--- config.mk ---
export PLATFORM = sky130hd
export DESIGN_NAME = aao_alu
export DESIGN_NICKNAME = d
export VERILOG_FILES = /design/src/aao_alu.v /design/src/aao_adder.v
export VERILOG_INCLUDE_DIRS = /design/src /design/src/src
export SDC_FILE = /design/constraint.sdc
export NUM_CORES = 1
export LEC_CHECK = 0
export ABC_AREA = 1
export BUFFER_PORTS_ARGS = -buffer_cell sky130_fd_sc_hd__buf_4
export CAP_MARGIN = 15
export CORE_AREA = 2 2 104 131
export CTS_CLUSTER_SIZE = 20
export DETAILED_ROUTE_END_ITERATION = 10
export DIE_AREA = 0 0 106 133
export PLACE_DENSITY = 0.53
export SLEW_MARGIN = 0
export SYNTH_ARGS = -nofsm -noshare
export SYNTH_HDL_FRONTEND = slang
export SYNTH_SLANG_ARGS = --single-unit
--- constraint.sdc ---
create_clock -name ref_clk -period 2.9 [get_ports ref_clk]
set_input_delay 0.145 -clock ref_clk [delete_from_list [all_inputs] [get_ports ref_clk]]
set_output_delay 0.145 -clock ref_clk [all_outputs]
set_load 0.01 [all_outputs]
--- src/aao_map.vh ---
// Register offsets, field positions, reset values and operation codes of the add/AND datapath.
`ifndef AAO_MAP_VH
`define AAO_MAP_VH
// Contract
// - Carry add: accumulator plus byte plus carry.
// - Carry add result goes back to memory.
// - Carry input is the flag before execution.
// - Memory add into accumulator, no carry.
// - Immediate add into accumulator, no carry.
// - Memory add result goes to memory.
// - Every add updates five status flags.
// - Memory AND into the accumulator.
// - Immediate AND into the accumulator.
// - Memory AND result goes to memory.
// - AND updates zero only, others kept.

// Data width of the datapath.
`define AAO_DW            8

// Register byte addresses on the APB bus.
`define AAO_OFF_CTRL      8'h00
`define AAO_OFF_ACC       8'h04
`define AAO_OFF_IMM       8'h08
`define AAO_OFF_ADDR      8'h0c
`define AAO_OFF_STATUS    8'h10
`define AAO_OFF_RESULT    8'h14

// Control register fields.
`define AAO_CTRL_OP_LSB   0
`define AAO_CTRL_OP_MSB   2
`define AAO_CTRL_GO_BIT   8

// Status register fields; flags occupy bits 4:0.
`define AAO_FLAG_C           0
`define AAO_FLAG_HALF_CARRY  1
`define AAO_FLAG_Z           2
`define AAO_FLAG_SIGNED_WRAP 3
`define AAO_FLAG_SIGNED_COND 4
`define AAO_STAT_BUSY_BIT 8

// Reset values.
`define AAO_ACC_RST       8'h00
`define AAO_IMM_RST       8'h00
`define AAO_FLAGS_RST     5'h00
`define AAO_OP_RST        3'h0

// Operation codes written to the control register.
`define AAO_OP_ADD_MEM           3'h0
`define AAO_OP_ADD_IMM           3'h1
`define AAO_OP_ADC_MEM           3'h2
`define AAO_OP_ADD_INTO_MEMORY   3'h3
`define AAO_OP_ADD_WITH_CARRY_TO_MEMORY 3'h4
`define AAO_OP_AND_MEM           3'h5
`define AAO_OP_AND_IMM           3'h6
`define AAO_OP_AND_INTO_MEMORY   3'h7

`endif

--- src/aao_alu.v ---
// APB-controlled add and AND datapath with accumulator, flags and a data memory port.
//
// Chosen here: the APB register port and the address map.
`timescale 1ns/10ps
`default_nettype none
`include "aao_map.vh"
module aao_alu #(
   parameter MEM_AW = 10
) (
   input  wire              ref_clk,
   input  wire              rst_b,
   input  wire              psel,
   input  wire              penable,
   input  wire              pwrite,
   input  wire [7:0]        paddr,
   input  wire [31:0]       pwdata,
   input  wire [3:0]        pstrb,
   output wire              pready,
   output wire [31:0]       prdata,
   output wire              pslverr,
   output wire [MEM_AW-1:0] mem_addr,
   output wire              mem_rd_en,
   output wire              mem_wr_en,
   output wire [7:0]        mem_wdata,
   input  wire [7:0]        mem_rdata
);

   // Sequencer states.
   localparam [2:0] ST_IDLE  = 3'h0;
   localparam [2:0] ST_START = 3'h1;
   localparam [2:0] ST_WAIT  = 3'h2;
   localparam [2:0] ST_EXEC  = 3'h3;
   localparam [2:0] ST_DONE  = 3'h4;

   // Software visible state.
   reg  [7:0]        acc_reg;
   reg  [7:0]        imm_reg;
   reg  [MEM_AW-1:0] addr_reg;
   reg  [2:0]        op_reg;
   reg  [4:0]        flags_reg;
   reg  [7:0]        result_reg;

   // Sequencer and memory port state.
   reg  [2:0]        state_reg;
   reg  [2:0]        state_next;
   reg               mem_rd_reg;
   reg               mem_wr_reg;
   reg  [7:0]        mem_wdata_reg;

   // Bus answer state.
   reg               pready_reg;
   reg  [31:0]       prdata_reg;
   reg               pslverr_reg;
   reg  [31:0]       rdata_next;
   reg               hit_next;

   // Operation decode.
   reg               uses_mem;
   reg               uses_carry;
   reg               to_mem;
   reg               is_and;
   wire [7:0]        operand;
   wire [7:0]        and_res;
   wire [7:0]        add_sum;
   wire              add_c;
   wire              add_hc;
   wire              add_wrap;
   wire              add_z;
   wire              add_scond;
   wire              busy;
   wire              setup_phase;
   wire              wr_commit;
   wire              go_write;

   // Every output leaves straight from a flip-flop.
   assign pready    = pready_reg;
   assign prdata    = prdata_reg;
   assign pslverr   = pslverr_reg;
   assign mem_addr  = addr_reg;
   assign mem_rd_en = mem_rd_reg;
   assign mem_wr_en = mem_wr_reg;
   assign mem_wdata = mem_wdata_reg;

   assign busy = (state_reg != ST_IDLE);

   // Setup is recognised once; the registered ready then closes the access a cycle later.
   assign setup_phase = psel & ~penable & ~pready_reg;
   // A write lands only at the completing edge and only if it was not refused.
   assign wr_commit = psel & penable & pready_reg & pwrite & ~pslverr_reg;
   assign go_write  = wr_commit & (paddr == `AAO_OFF_CTRL) & pstrb[1]
                      & pwdata[`AAO_CTRL_GO_BIT];

   // Classify the latched operation.
   always @* begin
      uses_mem   = 1'b1;
      uses_carry = 1'b0;
      to_mem     = 1'b0;
      is_and     = 1'b0;
      case (op_reg)
         `AAO_OP_ADD_MEM: begin
            uses_mem = 1'b1;
         end
         `AAO_OP_ADD_IMM: begin
            uses_mem = 1'b0;
         end
         `AAO_OP_ADC_MEM: begin
            uses_carry = 1'b1;
         end
         `AAO_OP_ADD_INTO_MEMORY: begin
            to_mem = 1'b1;
         end
         `AAO_OP_ADD_WITH_CARRY_TO_MEMORY: begin
            uses_carry = 1'b1;
            to_mem     = 1'b1;
         end
         `AAO_OP_AND_MEM: begin
            is_and = 1'b1;
         end
         `AAO_OP_AND_IMM: begin
            uses_mem = 1'b0;
            is_and   = 1'b1;
         end
         `AAO_OP_AND_INTO_MEMORY: begin
            is_and = 1'b1;
            to_mem = 1'b1;
         end
         default: begin
            uses_mem = 1'b1;
         end
      endcase
   end

   // Second operand: the fetched byte or the immediate constant.
   assign operand = uses_mem ? mem_rdata : imm_reg;
   assign and_res = acc_reg & operand;

   // The carry input is the stored flag, which is not touched until the result is written.
   aao_adder #(
      .W (`AAO_DW)
   ) u_adder (
      .a                    (acc_reg),
      .b                    (operand),
      .cin                  (uses_carry & flags_reg[`AAO_FLAG_C]),
      .sum                  (add_sum),
      .carry                (add_c),
      .half_carry_bit       (add_hc),
      .signed_wrap_bit      (add_wrap),
      .zero                 (add_z),
      .signed_condition_bit (add_scond)
   );

   // Read data and address decode, worked out during the setup cycle.
   always @* begin
      hit_next   = 1'b1;
      rdata_next = 32'h0000_0000;
      case (paddr)
         `AAO_OFF_CTRL: begin
            rdata_next = {29'h0, op_reg};
         end
         `AAO_OFF_ACC: begin
            rdata_next = {24'h00_0000, acc_reg};
         end
         `AAO_OFF_IMM: begin
            rdata_next = {24'h00_0000, imm_reg};
         end
         `AAO_OFF_ADDR: begin
            rdata_next = {{(32 - MEM_AW){1'b0}}, addr_reg};
         end
         `AAO_OFF_STATUS: begin
            rdata_next = {23'h00_0000, busy, 3'h0, flags_reg};
         end
         `AAO_OFF_RESULT: begin
            rdata_next = {24'h00_0000, result_reg};
         end
         default: begin
            hit_next = 1'b0;
         end
      endcase
   end

   // APB answer: no wait state on any access, error on unmapped or busy writes.
   always @(posedge ref_clk) begin
      if (!rst_b) begin
         pready_reg  <= 1'b0;
         prdata_reg  <= 32'h0000_0000;
         pslverr_reg <= 1'b0;
      end else if (setup_phase) begin
         pready_reg  <= 1'b1;
         prdata_reg  <= pwrite ? 32'h0000_0000 : rdata_next;
         // Writes during an operation are refused so software never races the datapath.
         pslverr_reg <= ~hit_next | (pwrite & busy);
      end else begin
         pready_reg  <= 1'b0;
         prdata_reg  <= 32'h0000_0000;
         pslverr_reg <= 1'b0;
      end
   end

   // Software registers, plus the result write of the datapath itself.
   always @(posedge ref_clk) begin
      if (!rst_b) begin
         acc_reg    <= `AAO_ACC_RST;
         imm_reg    <= `AAO_IMM_RST;
         addr_reg   <= {MEM_AW{1'b0}};
         op_reg     <= `AAO_OP_RST;
         flags_reg  <= `AAO_FLAGS_RST;
         result_reg <= 8'h00;
      end else if (state_reg == ST_EXEC) begin
         if (is_and) begin
            result_reg <= and_res;
            if (!to_mem) begin
               acc_reg <= and_res;
            end
            // Only zero moves; the four arithmetic flags hold their values.
            flags_reg[`AAO_FLAG_Z] <= ~|and_res;
         end else begin
            result_reg <= add_sum;
            if (!to_mem) begin
               acc_reg <= add_sum;
            end
            flags_reg[`AAO_FLAG_C]           <= add_c;
            flags_reg[`AAO_FLAG_HALF_CARRY]  <= add_hc;
            flags_reg[`AAO_FLAG_Z]           <= add_z;
            flags_reg[`AAO_FLAG_SIGNED_WRAP] <= add_wrap;
            flags_reg[`AAO_FLAG_SIGNED_COND] <= add_scond;
         end
      end else if (wr_commit) begin
         case (paddr)
            `AAO_OFF_CTRL: begin
               if (pstrb[0]) begin
                  op_reg <= pwdata[`AAO_CTRL_OP_MSB:`AAO_CTRL_OP_LSB];
               end
            end
            `AAO_OFF_ACC: begin
               if (pstrb[0]) begin
                  acc_reg <= pwdata[7:0];
               end
            end
            `AAO_OFF_IMM: begin
               if (pstrb[0]) begin
                  imm_reg <= pwdata[7:0];
               end
            end
            `AAO_OFF_ADDR: begin
               if (pstrb[0]) begin
                  addr_reg[7:0] <= pwdata[7:0];
               end
               if (pstrb[1]) begin
                  addr_reg[MEM_AW-1:8] <= pwdata[MEM_AW-1:8];
               end
            end
            `AAO_OFF_STATUS: begin
               if (pstrb[0]) begin
                  flags_reg <= pwdata[4:0];
               end
            end
            default: begin
               result_reg <= result_reg;
            end
         endcase
      end
   end

   // Sequencer transitions; a start request waits one cycle so the new op code is latched.
   always @* begin
      state_next = state_reg;
      case (state_reg)
         ST_IDLE: begin
            if (go_write) begin
               state_next = ST_START;
            end
         end
         ST_START: begin
            state_next = uses_mem ? ST_WAIT : ST_EXEC;
         end
         ST_WAIT: begin
            state_next = ST_EXEC;
         end
         ST_EXEC: begin
            state_next = ST_DONE;
         end
         ST_DONE: begin
            state_next = ST_IDLE;
         end
         default: begin
            state_next = ST_IDLE;
         end
      endcase
   end

   // Memory port: a one-cycle read strobe, then a one-cycle write strobe for memory results.
   // The memory must present read data the cycle after the strobe; no longer latency is allowed.
   always @(posedge ref_clk) begin
      if (!rst_b) begin
         state_reg     <= ST_IDLE;
         mem_rd_reg    <= 1'b0;
         mem_wr_reg    <= 1'b0;
         mem_wdata_reg <= 8'h00;
      end else begin
         state_reg  <= state_next;
         mem_rd_reg <= (state_reg == ST_START) & uses_mem;
         mem_wr_reg <= (state_reg == ST_EXEC) & to_mem;
         if ((state_reg == ST_EXEC) && to_mem) begin
            mem_wdata_reg <= is_and ? and_res : add_sum;
         end
      end
   end

endmodule // aao_alu
`default_nettype wire

--- src/aao_adder.v ---
// Eight-bit style adder with carry-in that produces the sum and all arithmetic flags.
`timescale 1ns/10ps
`default_nettype none
module aao_adder #(
   parameter W = 8
) (
   input  wire [W-1:0] a,
   input  wire [W-1:0] b,
   input  wire         cin,
   output wire [W-1:0] sum,
   output wire         carry,
   output wire         half_carry_bit,
   output wire         signed_wrap_bit,
   output wire         zero,
   output wire         signed_condition_bit
);

   wire [W:0] full_sum;
   wire [4:0] low_sum;

   // Full and low-nibble sums; the carry enters both so the half carry sees it too.
   assign full_sum = {1'b0, a} + {1'b0, b} + {{W{1'b0}}, cin};
   assign low_sum  = {1'b0, a[3:0]} + {1'b0, b[3:0]} + {4'h0, cin};

   // Flags from the sums.
   assign sum            = full_sum[W-1:0];
   assign carry          = full_sum[W];
   assign half_carry_bit = low_sum[4];
   assign zero           = ~|full_sum[W-1:0];
   // Overflow when both inputs share a sign that the result does not.
   assign signed_wrap_bit = (a[W-1] == b[W-1]) & (full_sum[W-1] != a[W-1]);
   // The signed condition is the sign the exact result would have had.
   assign signed_condition_bit = signed_wrap_bit ^ full_sum[W-1];

endmodule // aao_adder
`default_nettype wire

==> flow_summary.yaml, run 1 <==
grt:
  grt_util_all_layers_pct: 17.2
  gr-total-overflow: 0
  wire_length_of_the_first_global_routing_pass_mm: 18.9
  global_route.usage.met3_pct: 2.71
  met1_layer_usage_reported_by_global_route_pct: 21.9
  grt.busiest_layer: "met2"
  pin_count_of_the_biggest_net_entering_global_routing: 39
  grt_antenna_before_repair: 0
  vias_in_the_first_global_route: 3640
  global_route.usage.met2_pct: 28.8
critical_path:
  cp_data_arrival_time_ns: 2.88
  worstPathMaxFanout: 4
  worst_setup_path_start_kind: "register"
  crit_end_category: "register"
  worstSetupPathType: "register to register"
  timing.critical_path.required_ns: 3.14
synth:
  synthesized_instance_count: 569
  synth-edff-count: 0
  yosys_register_bits: 67
  synthesized_cell_area_mm2: 0.00392
  synth-seq-area-share_pct: 34.3
  avgSynthCellArea_um2: 6.88
  yosys_warn_count: 0
  async_reset_ff_share_pct: 0
  synth_cell_type_count: 44
  ys_dominant_reg_cell: "dfxtp_1"
sta:
  timing.final.hold_violations: 0
  hold-worst-slack_ns: 0.0813
  setup_ws_ns: 0.259
  max_transition_viols_final: 0
  clock.fmax_mhz: 379
  final.min_clock_period_ns: 2.64
  worst_clock_skew_ns: 0.00812
  post_route_clock_period_utilization_pct: 91.1
  setup_viol_count_final: 0
die:
  start_util_pct: 30.1
  die_area_mm2: 0.0141
  i_o_pin_cnt: 111
  die_h_um: 133
  fp-row-count: 47
  core_area_mm2: 0.0130
  die-width_um: 106
placed_design:
  buffer_ports.inserted: 64
  place_congestion: 0.837
  detailedPlacementHpwl_mm: 8.84
  post-place-ws_ns: 0.144
  place_area_mm2: 0.00450
pwr:
  ir_worst_vdd_uv: 226
  internal-power_mw: 1.64
  power.share.switching_pct: 24.7
  share_comb_of_total_power_pct: 7.3
  power_leakage_nw: 2.26
  power.share.sequential_pct: 42.3
  power_switching_mw: 0.538
  power.density_cell_area_mw_per_mm2: 453
  pwr-share-clk_pct: 50.4
clocking:
  ctsLongestPathBuffers: 2
  worstSkewPairLatency_ns: 0.34
  tritoncts.num_buffers: 9
  cts-htree-levels: 3
  clk_transition_reported_paths_ns: 0.06
  cts_post_setup_buffers_inserted: 0
  cts.sink_count: 67
  ctsRootBufferMaster: "clkbuf_16"
  tritoncts: "done"
detailed_routing:
  vias_per_cell: 4.69
  average_wire_per_cell_in_the_routed_design_um: 14.6
  firstDrtPassIters: 5
  finalWirelength_mm: 11.8
  post-route-drc-count: 0
  initialDrtViolationCount: 285
  num_vias: 3809
  ant_nets: 0
cells_and_area:
  antenna-diode-count: 0
  fin_nets: 703
  final.fill_count: 1402
  seqCellArea_mm2: 0.00134
  final_design_area_no_fill_mm2: 0.00481
  multi_input_comb_area_mm2: 0.00214
  finish.utilization_pct: 37.0
  flow.area_growth_from_synthesis_pct: 22.9
  drive_gt1_share_pct: 19.8
outcome:
  outcome: "complete, no violations"
flow_run:
  max_cap_viol_count: 0
worst_hold_path:
  hold_crit_class: "primary input to register"
## placed cells by master (no fill, tap or decap), drive strengths merged
cell and n:
ha 8, a21o 1, nand3 40, a31oi 2, inv 76, a21oi 44, clkinv 7, fa 2
o211ai 3, clkbuf 9, o31ai 1, nand4 8, o21a 5, conb 22, buf 69, xnor2 1
o22ai 6, o21ai 50, nor4 1, clkinvlp 2, nand3b 2, bufinv 1, nor3 6, nand2 136
dfxtp 67, nor2 69, and3 2, or2 1
## layout make-up
type / count / area share, %
multi-input cells: 410 / 44.4
clock buffers: 9 / 4.68
flip-flops and latches: 67 / 27.9
repair buffers: 69 / 10.8
inverters: 79 / 6.35
clock inverters: 7 / 1.43
well taps: 171 / 4.45
## stage by stage
stage / std cells / power, mW / setup TNS (ns)
2_1_floorplan: 590 / 1.05 / 0
3_3_place_gp: 796 / 1.10 / 0
3_5_place_dp: 796 / 1.10 / 0
4_1_cts: 812 / 2.18 / 0
5_1_grt: 812 / 2.24 / -0.0132
6_report: 812 / 2.18 / 0
## worst max-delay path, cell delays in order (launching register included)
cell and delay [ns]:
dfxtp_2 0.35, inv_1 0.08, nor2_2 0.11, nand2_1 0.06, o21a_1 0.12, inv_2 0.07
nand2_1 0.06, o21ai_2 0.07, inv_1 0.08, fa_1 0.38, inv_1 0.09, fa_1 0.21
nand2_1 0.06, nand2_1 0.12, nand2_1 0.09, nand2_1 0.08, nand3_1 0.07, o21ai_0 0.15
nor2_1 0.11, o21a_1 0.17
## kinds of logic (layout without fill, tap and decap cells)
logic type	count (synthesis)	after routing	share of synthesized area, %
flip-flops	67	67	34.3
other	1	22	0.0958
XOR/XNOR	1	1	0.224
adder cells (fa/ha/maj)	10	10	3.58
AND/OR/NAND/NOR	265	265	32.7
AO/OA/AOI/OAI	112	112	15.6
buffers and inverters	113	164	13.6
## metal layers
layer | up-vias | part of all wire, %
met4 | 0 | 2.8
met1 | 1732 | 44
li1 | 1926 | -
met3 | 19 | 4.9
met2 | 132 | 48
met5 | - | 0
## power by group through the flow
stage / Clock, mW / Combinational, mW / Sequential, mW
2_1_floorplan: 0 / 0.109 / 0.943
3_3_place_gp: 0 / 0.155 / 0.943
3_5_place_dp: 0 / 0.156 / 0.943
4_1_cts: 1.10 / 0.157 / 0.922
5_1_grt: 1.15 / 0.175 / 0.922
6_report: 1.10 / 0.158 / 0.922
## final timing paths
kind | slack [ns] | from | end | cells after the start
max | 0.26 | op_reg[0] | result_reg[4] | 19
min | 0.08 | pwdata[4] | mem_addr[4] | 3
max reg2reg | 0.26 | op_reg[0] | result_reg[4] | 19
min reg2reg | 0.47 | result_reg[1] | result_reg[1] | 2
## Yosys cell counts (all sizes together) (3+ instances only)
| cell | count | share of area, % |
|---|---|---|
| nand4 | 8 | 2.0 |
| ha | 8 | 2.6 |
| nor3 | 6 | 0.77 |
| a21oi | 44 | 5.7 |
| clkinv | 3 | 0.45 |
| o21a | 5 | 0.96 |
| nand3 | 40 | 5.8 |
| o211ai | 3 | 0.58 |
| inv | 76 | 7.4 |
| nand2 | 136 | 14 |
| o22ai | 6 | 0.96 |
| clkbuf | 5 | 0.48 |
| o21ai | 50 | 6.7 |
| nor2 | 69 | 8.4 |
| buf | 29 | 5.3 |
| dfxtp | 67 | 34 |
## repair_timing
| item | 4_1_cts | 5_1_grt |
|---|---|---|
| resized for setup | 0 | 8 |
| endpoints found under the setup margin | 0 | 12 |
| hold buffers | 0 | 0 |
Power figures use the tool's default switching activity.
==> inputs of run 2 (changes only) <==
--- a/config.mk
+++ b/config.mk
@@ -8,12 +8,12 @@
 export LEC_CHECK = 0
 export ABC_AREA = 1
 export BUFFER_PORTS_ARGS = -buffer_cell sky130_fd_sc_hd__buf_4
-export CAP_MARGIN = 15
-export CORE_AREA = 2 2 104 131
+export CAP_MARGIN = 25
+export CORE_AREA = 2 2 106 133
 export CTS_CLUSTER_SIZE = 20
 export DETAILED_ROUTE_END_ITERATION = 10
-export DIE_AREA = 0 0 106 133
-export PLACE_DENSITY = 0.53
+export DIE_AREA = 0 0 108 135
+export PLACE_DENSITY = 0.52
 export SLEW_MARGIN = 0
 export SYNTH_ARGS = -nofsm -noshare
 export SYNTH_HDL_FRONTEND = slang
==> flow_summary.yaml, run 2 (same netlist as run 1, synthesis figures left out) <==
sta:
  setup_total_negative_slack_ns: 0
  clock.fmax_mhz: 381
  post_route_clock_period_utilization_pct: 90.6
  setup_ws_ns: 0.273
  setup_viol_count_final: 0
  final.min_clock_period_ns: 2.63
  rsz0062_at_grt: "no"
  worst_clock_skew_ns: 0.00926
  timing.final.hold_violations: 0
  max_transition_viols_final: 0
die:
  i_o_pin_cnt: 111
  die-width_um: 108
  start_util_pct: 29.6
  core_area_mm2: 0.0132
  die_area_mm2: 0.0146
  die_h_um: 135
  fp-row-count: 47
cells_and_area:
  fin_nets: 704
  flow.area_growth_from_synthesis_pct: 22.8
  drive_gt1_share_pct: 19.5
  mostFrequentLayoutCell: "nand2_1"
  final.fill_count: 1432
  antenna-diode-count: 0
  seqCellArea_mm2: 0.00134
  multi_input_comb_area_mm2: 0.00213
  final_cell_mix: "nand2_1 (125), inv_1 (71), buf_4 (70), dfxtp_1 (66), nor2_1 (62)"
clocking:
  ctsLongestPathBuffers: 2
  post_cts_hold_buffer_count: 0
  cts-htree-levels: 3
  cts.sink_count: 67
  ctsRootBufferMaster: "clkbuf_16"
  clk_transition_reported_paths_ns: 0.06
  tritoncts: "done"
  worstSkewPairLatency_ns: 0.34
  tritoncts.num_buffers: 9
detailed_routing:
  post-route-drc-count: 0
  firstDrtPassIters: 4
  finalWirelength_mm: 11.9
  vias_per_cell: 4.66
  ant_nets: 0
  num_vias: 3789
  average_wire_per_cell_in_the_routed_design_um: 14.6
  initialDrtViolationCount: 264
critical_path:
  worstSetupPathType: "register to register"
  worstPathMaxFanout: 15
  crit_end_category: "register"
  worst_setup_path_start_kind: "register"
  timing.critical_path.required_ns: 3.17
  cp_data_arrival_time_ns: 2.90
grt:
  grt_antenna_before_repair: 0
  vias_in_the_first_global_route: 3657
  gr-total-overflow: 0
  grt_util_all_layers_pct: 17.1
  pin_count_of_the_biggest_net_entering_global_routing: 39
  wire_length_of_the_first_global_routing_pass_mm: 19.1
worst_hold_path:
  hold_crit_class: "primary input to register"
pwr:
  power_leakage_nw: 2.27
  ir_worst_vdd_uv: 224
  power.density_cell_area_mw_per_mm2: 453
placed_design:
  place_congestion: 0.832
  post-place-ws_ns: 0.148
  buffer_ports.inserted: 64
  detailedPlacementHpwl_mm: 9.17
outcome:
  outcome: "complete, no violations"
flow_run:
  max_cap_viol_count: 0
[run 2: cell count changes in the layout (fill, tap and decap cells not counted)]
| cell | before | now |
|---|---|---|
| nand3_1 | 35 | 36 |
| a21oi_1 | 42 | 43 |
| nand3_2 | 4 | 3 |
| dfxtp_1 | 65 | 66 |
| buf_4 | 69 | 70 |
| a21oi_2 | 2 | 1 |
| dfxtp_2 | 2 | 1 |
[run 2: report_power, final]
part | switching, mW | internal (mW) | leakage (nW) | total [mW]
combinational | 0.101 | 0.0571 | 1.59 | 0.158
sequential | 0.000722 | 0.922 | 0.540 | 0.922
clock | 0.435 | 0.662 | 0.141 | 1.10
[run 2: per-layer routing]
metal	part of all wire [%]	track usage, %
met5	0	0
met4	1.9	5.84
met3	3.9	2.75
met2	49	28.7
met1	45	22.1
[run 2: final cells by class]
type                            count  area share (%)
Clock buffer                        9            4.68
Clock inverter                      7            1.43
Inverter                           79            6.35
Multi-Input combinational cell    410            44.2
Sequential cell                    67            27.9
Tap cell                          171            4.45
Timing Repair Buffer               70            10.9
[run 2: worst max-delay path, cell delays in order, from the launching register on]
cell	delay, ns
dfxtp_2	0.35
inv_2	0.06
nor2_2	0.10
nand2_1	0.06
o21a_1	0.11
buf_4	0.19
o21ai_0	0.31
ha_1	0.35
a21oi_1	0.19
nand2_1	0.14
nand2_1	0.15
nand3_1	0.13
nand3_1	0.13
nand3_1	0.13
a21oi_1	0.15
[run 2: metrics by stage]
stage | hold WS, ns | cell area (µm²) | util (%) | power (mW) | std cells
6_report | 0.0841 | 4810 | 36.3 | 2.18 | 813
5_1_grt | 0.0892 | 4810 | 36.3 | 2.26 | 813
4_1_cts | 0.0719 | 4800 | 36.3 | 2.20 | 813
3_5_place_dp | 0.428 | 4510 | 34.1 | 1.10 | 797
3_3_place_gp | 0.422 | 4510 | 34.1 | 1.10 | 797
2_1_floorplan | 0.288 | 3990 | - | 1.05 | 590
[run 2: final timing paths]
kind                                     from             to  slack, ns  depth (start not counted)
worst max-delay path                op_reg[0]     acc_reg[7]       0.27                         14
worst min-delay path                pwdata[7]    mem_addr[7]       0.08                          3
worst max register to register      op_reg[0]     acc_reg[7]       0.27                         14
worst min register to register  result_reg[6]  result_reg[6]       0.47                          2
[run 2: repair_timing]
action / in CTS / in global routing
setup endpoints to repair: 0 / 13
resized for setup: 0 / 5
setup buffers: 0 / 0
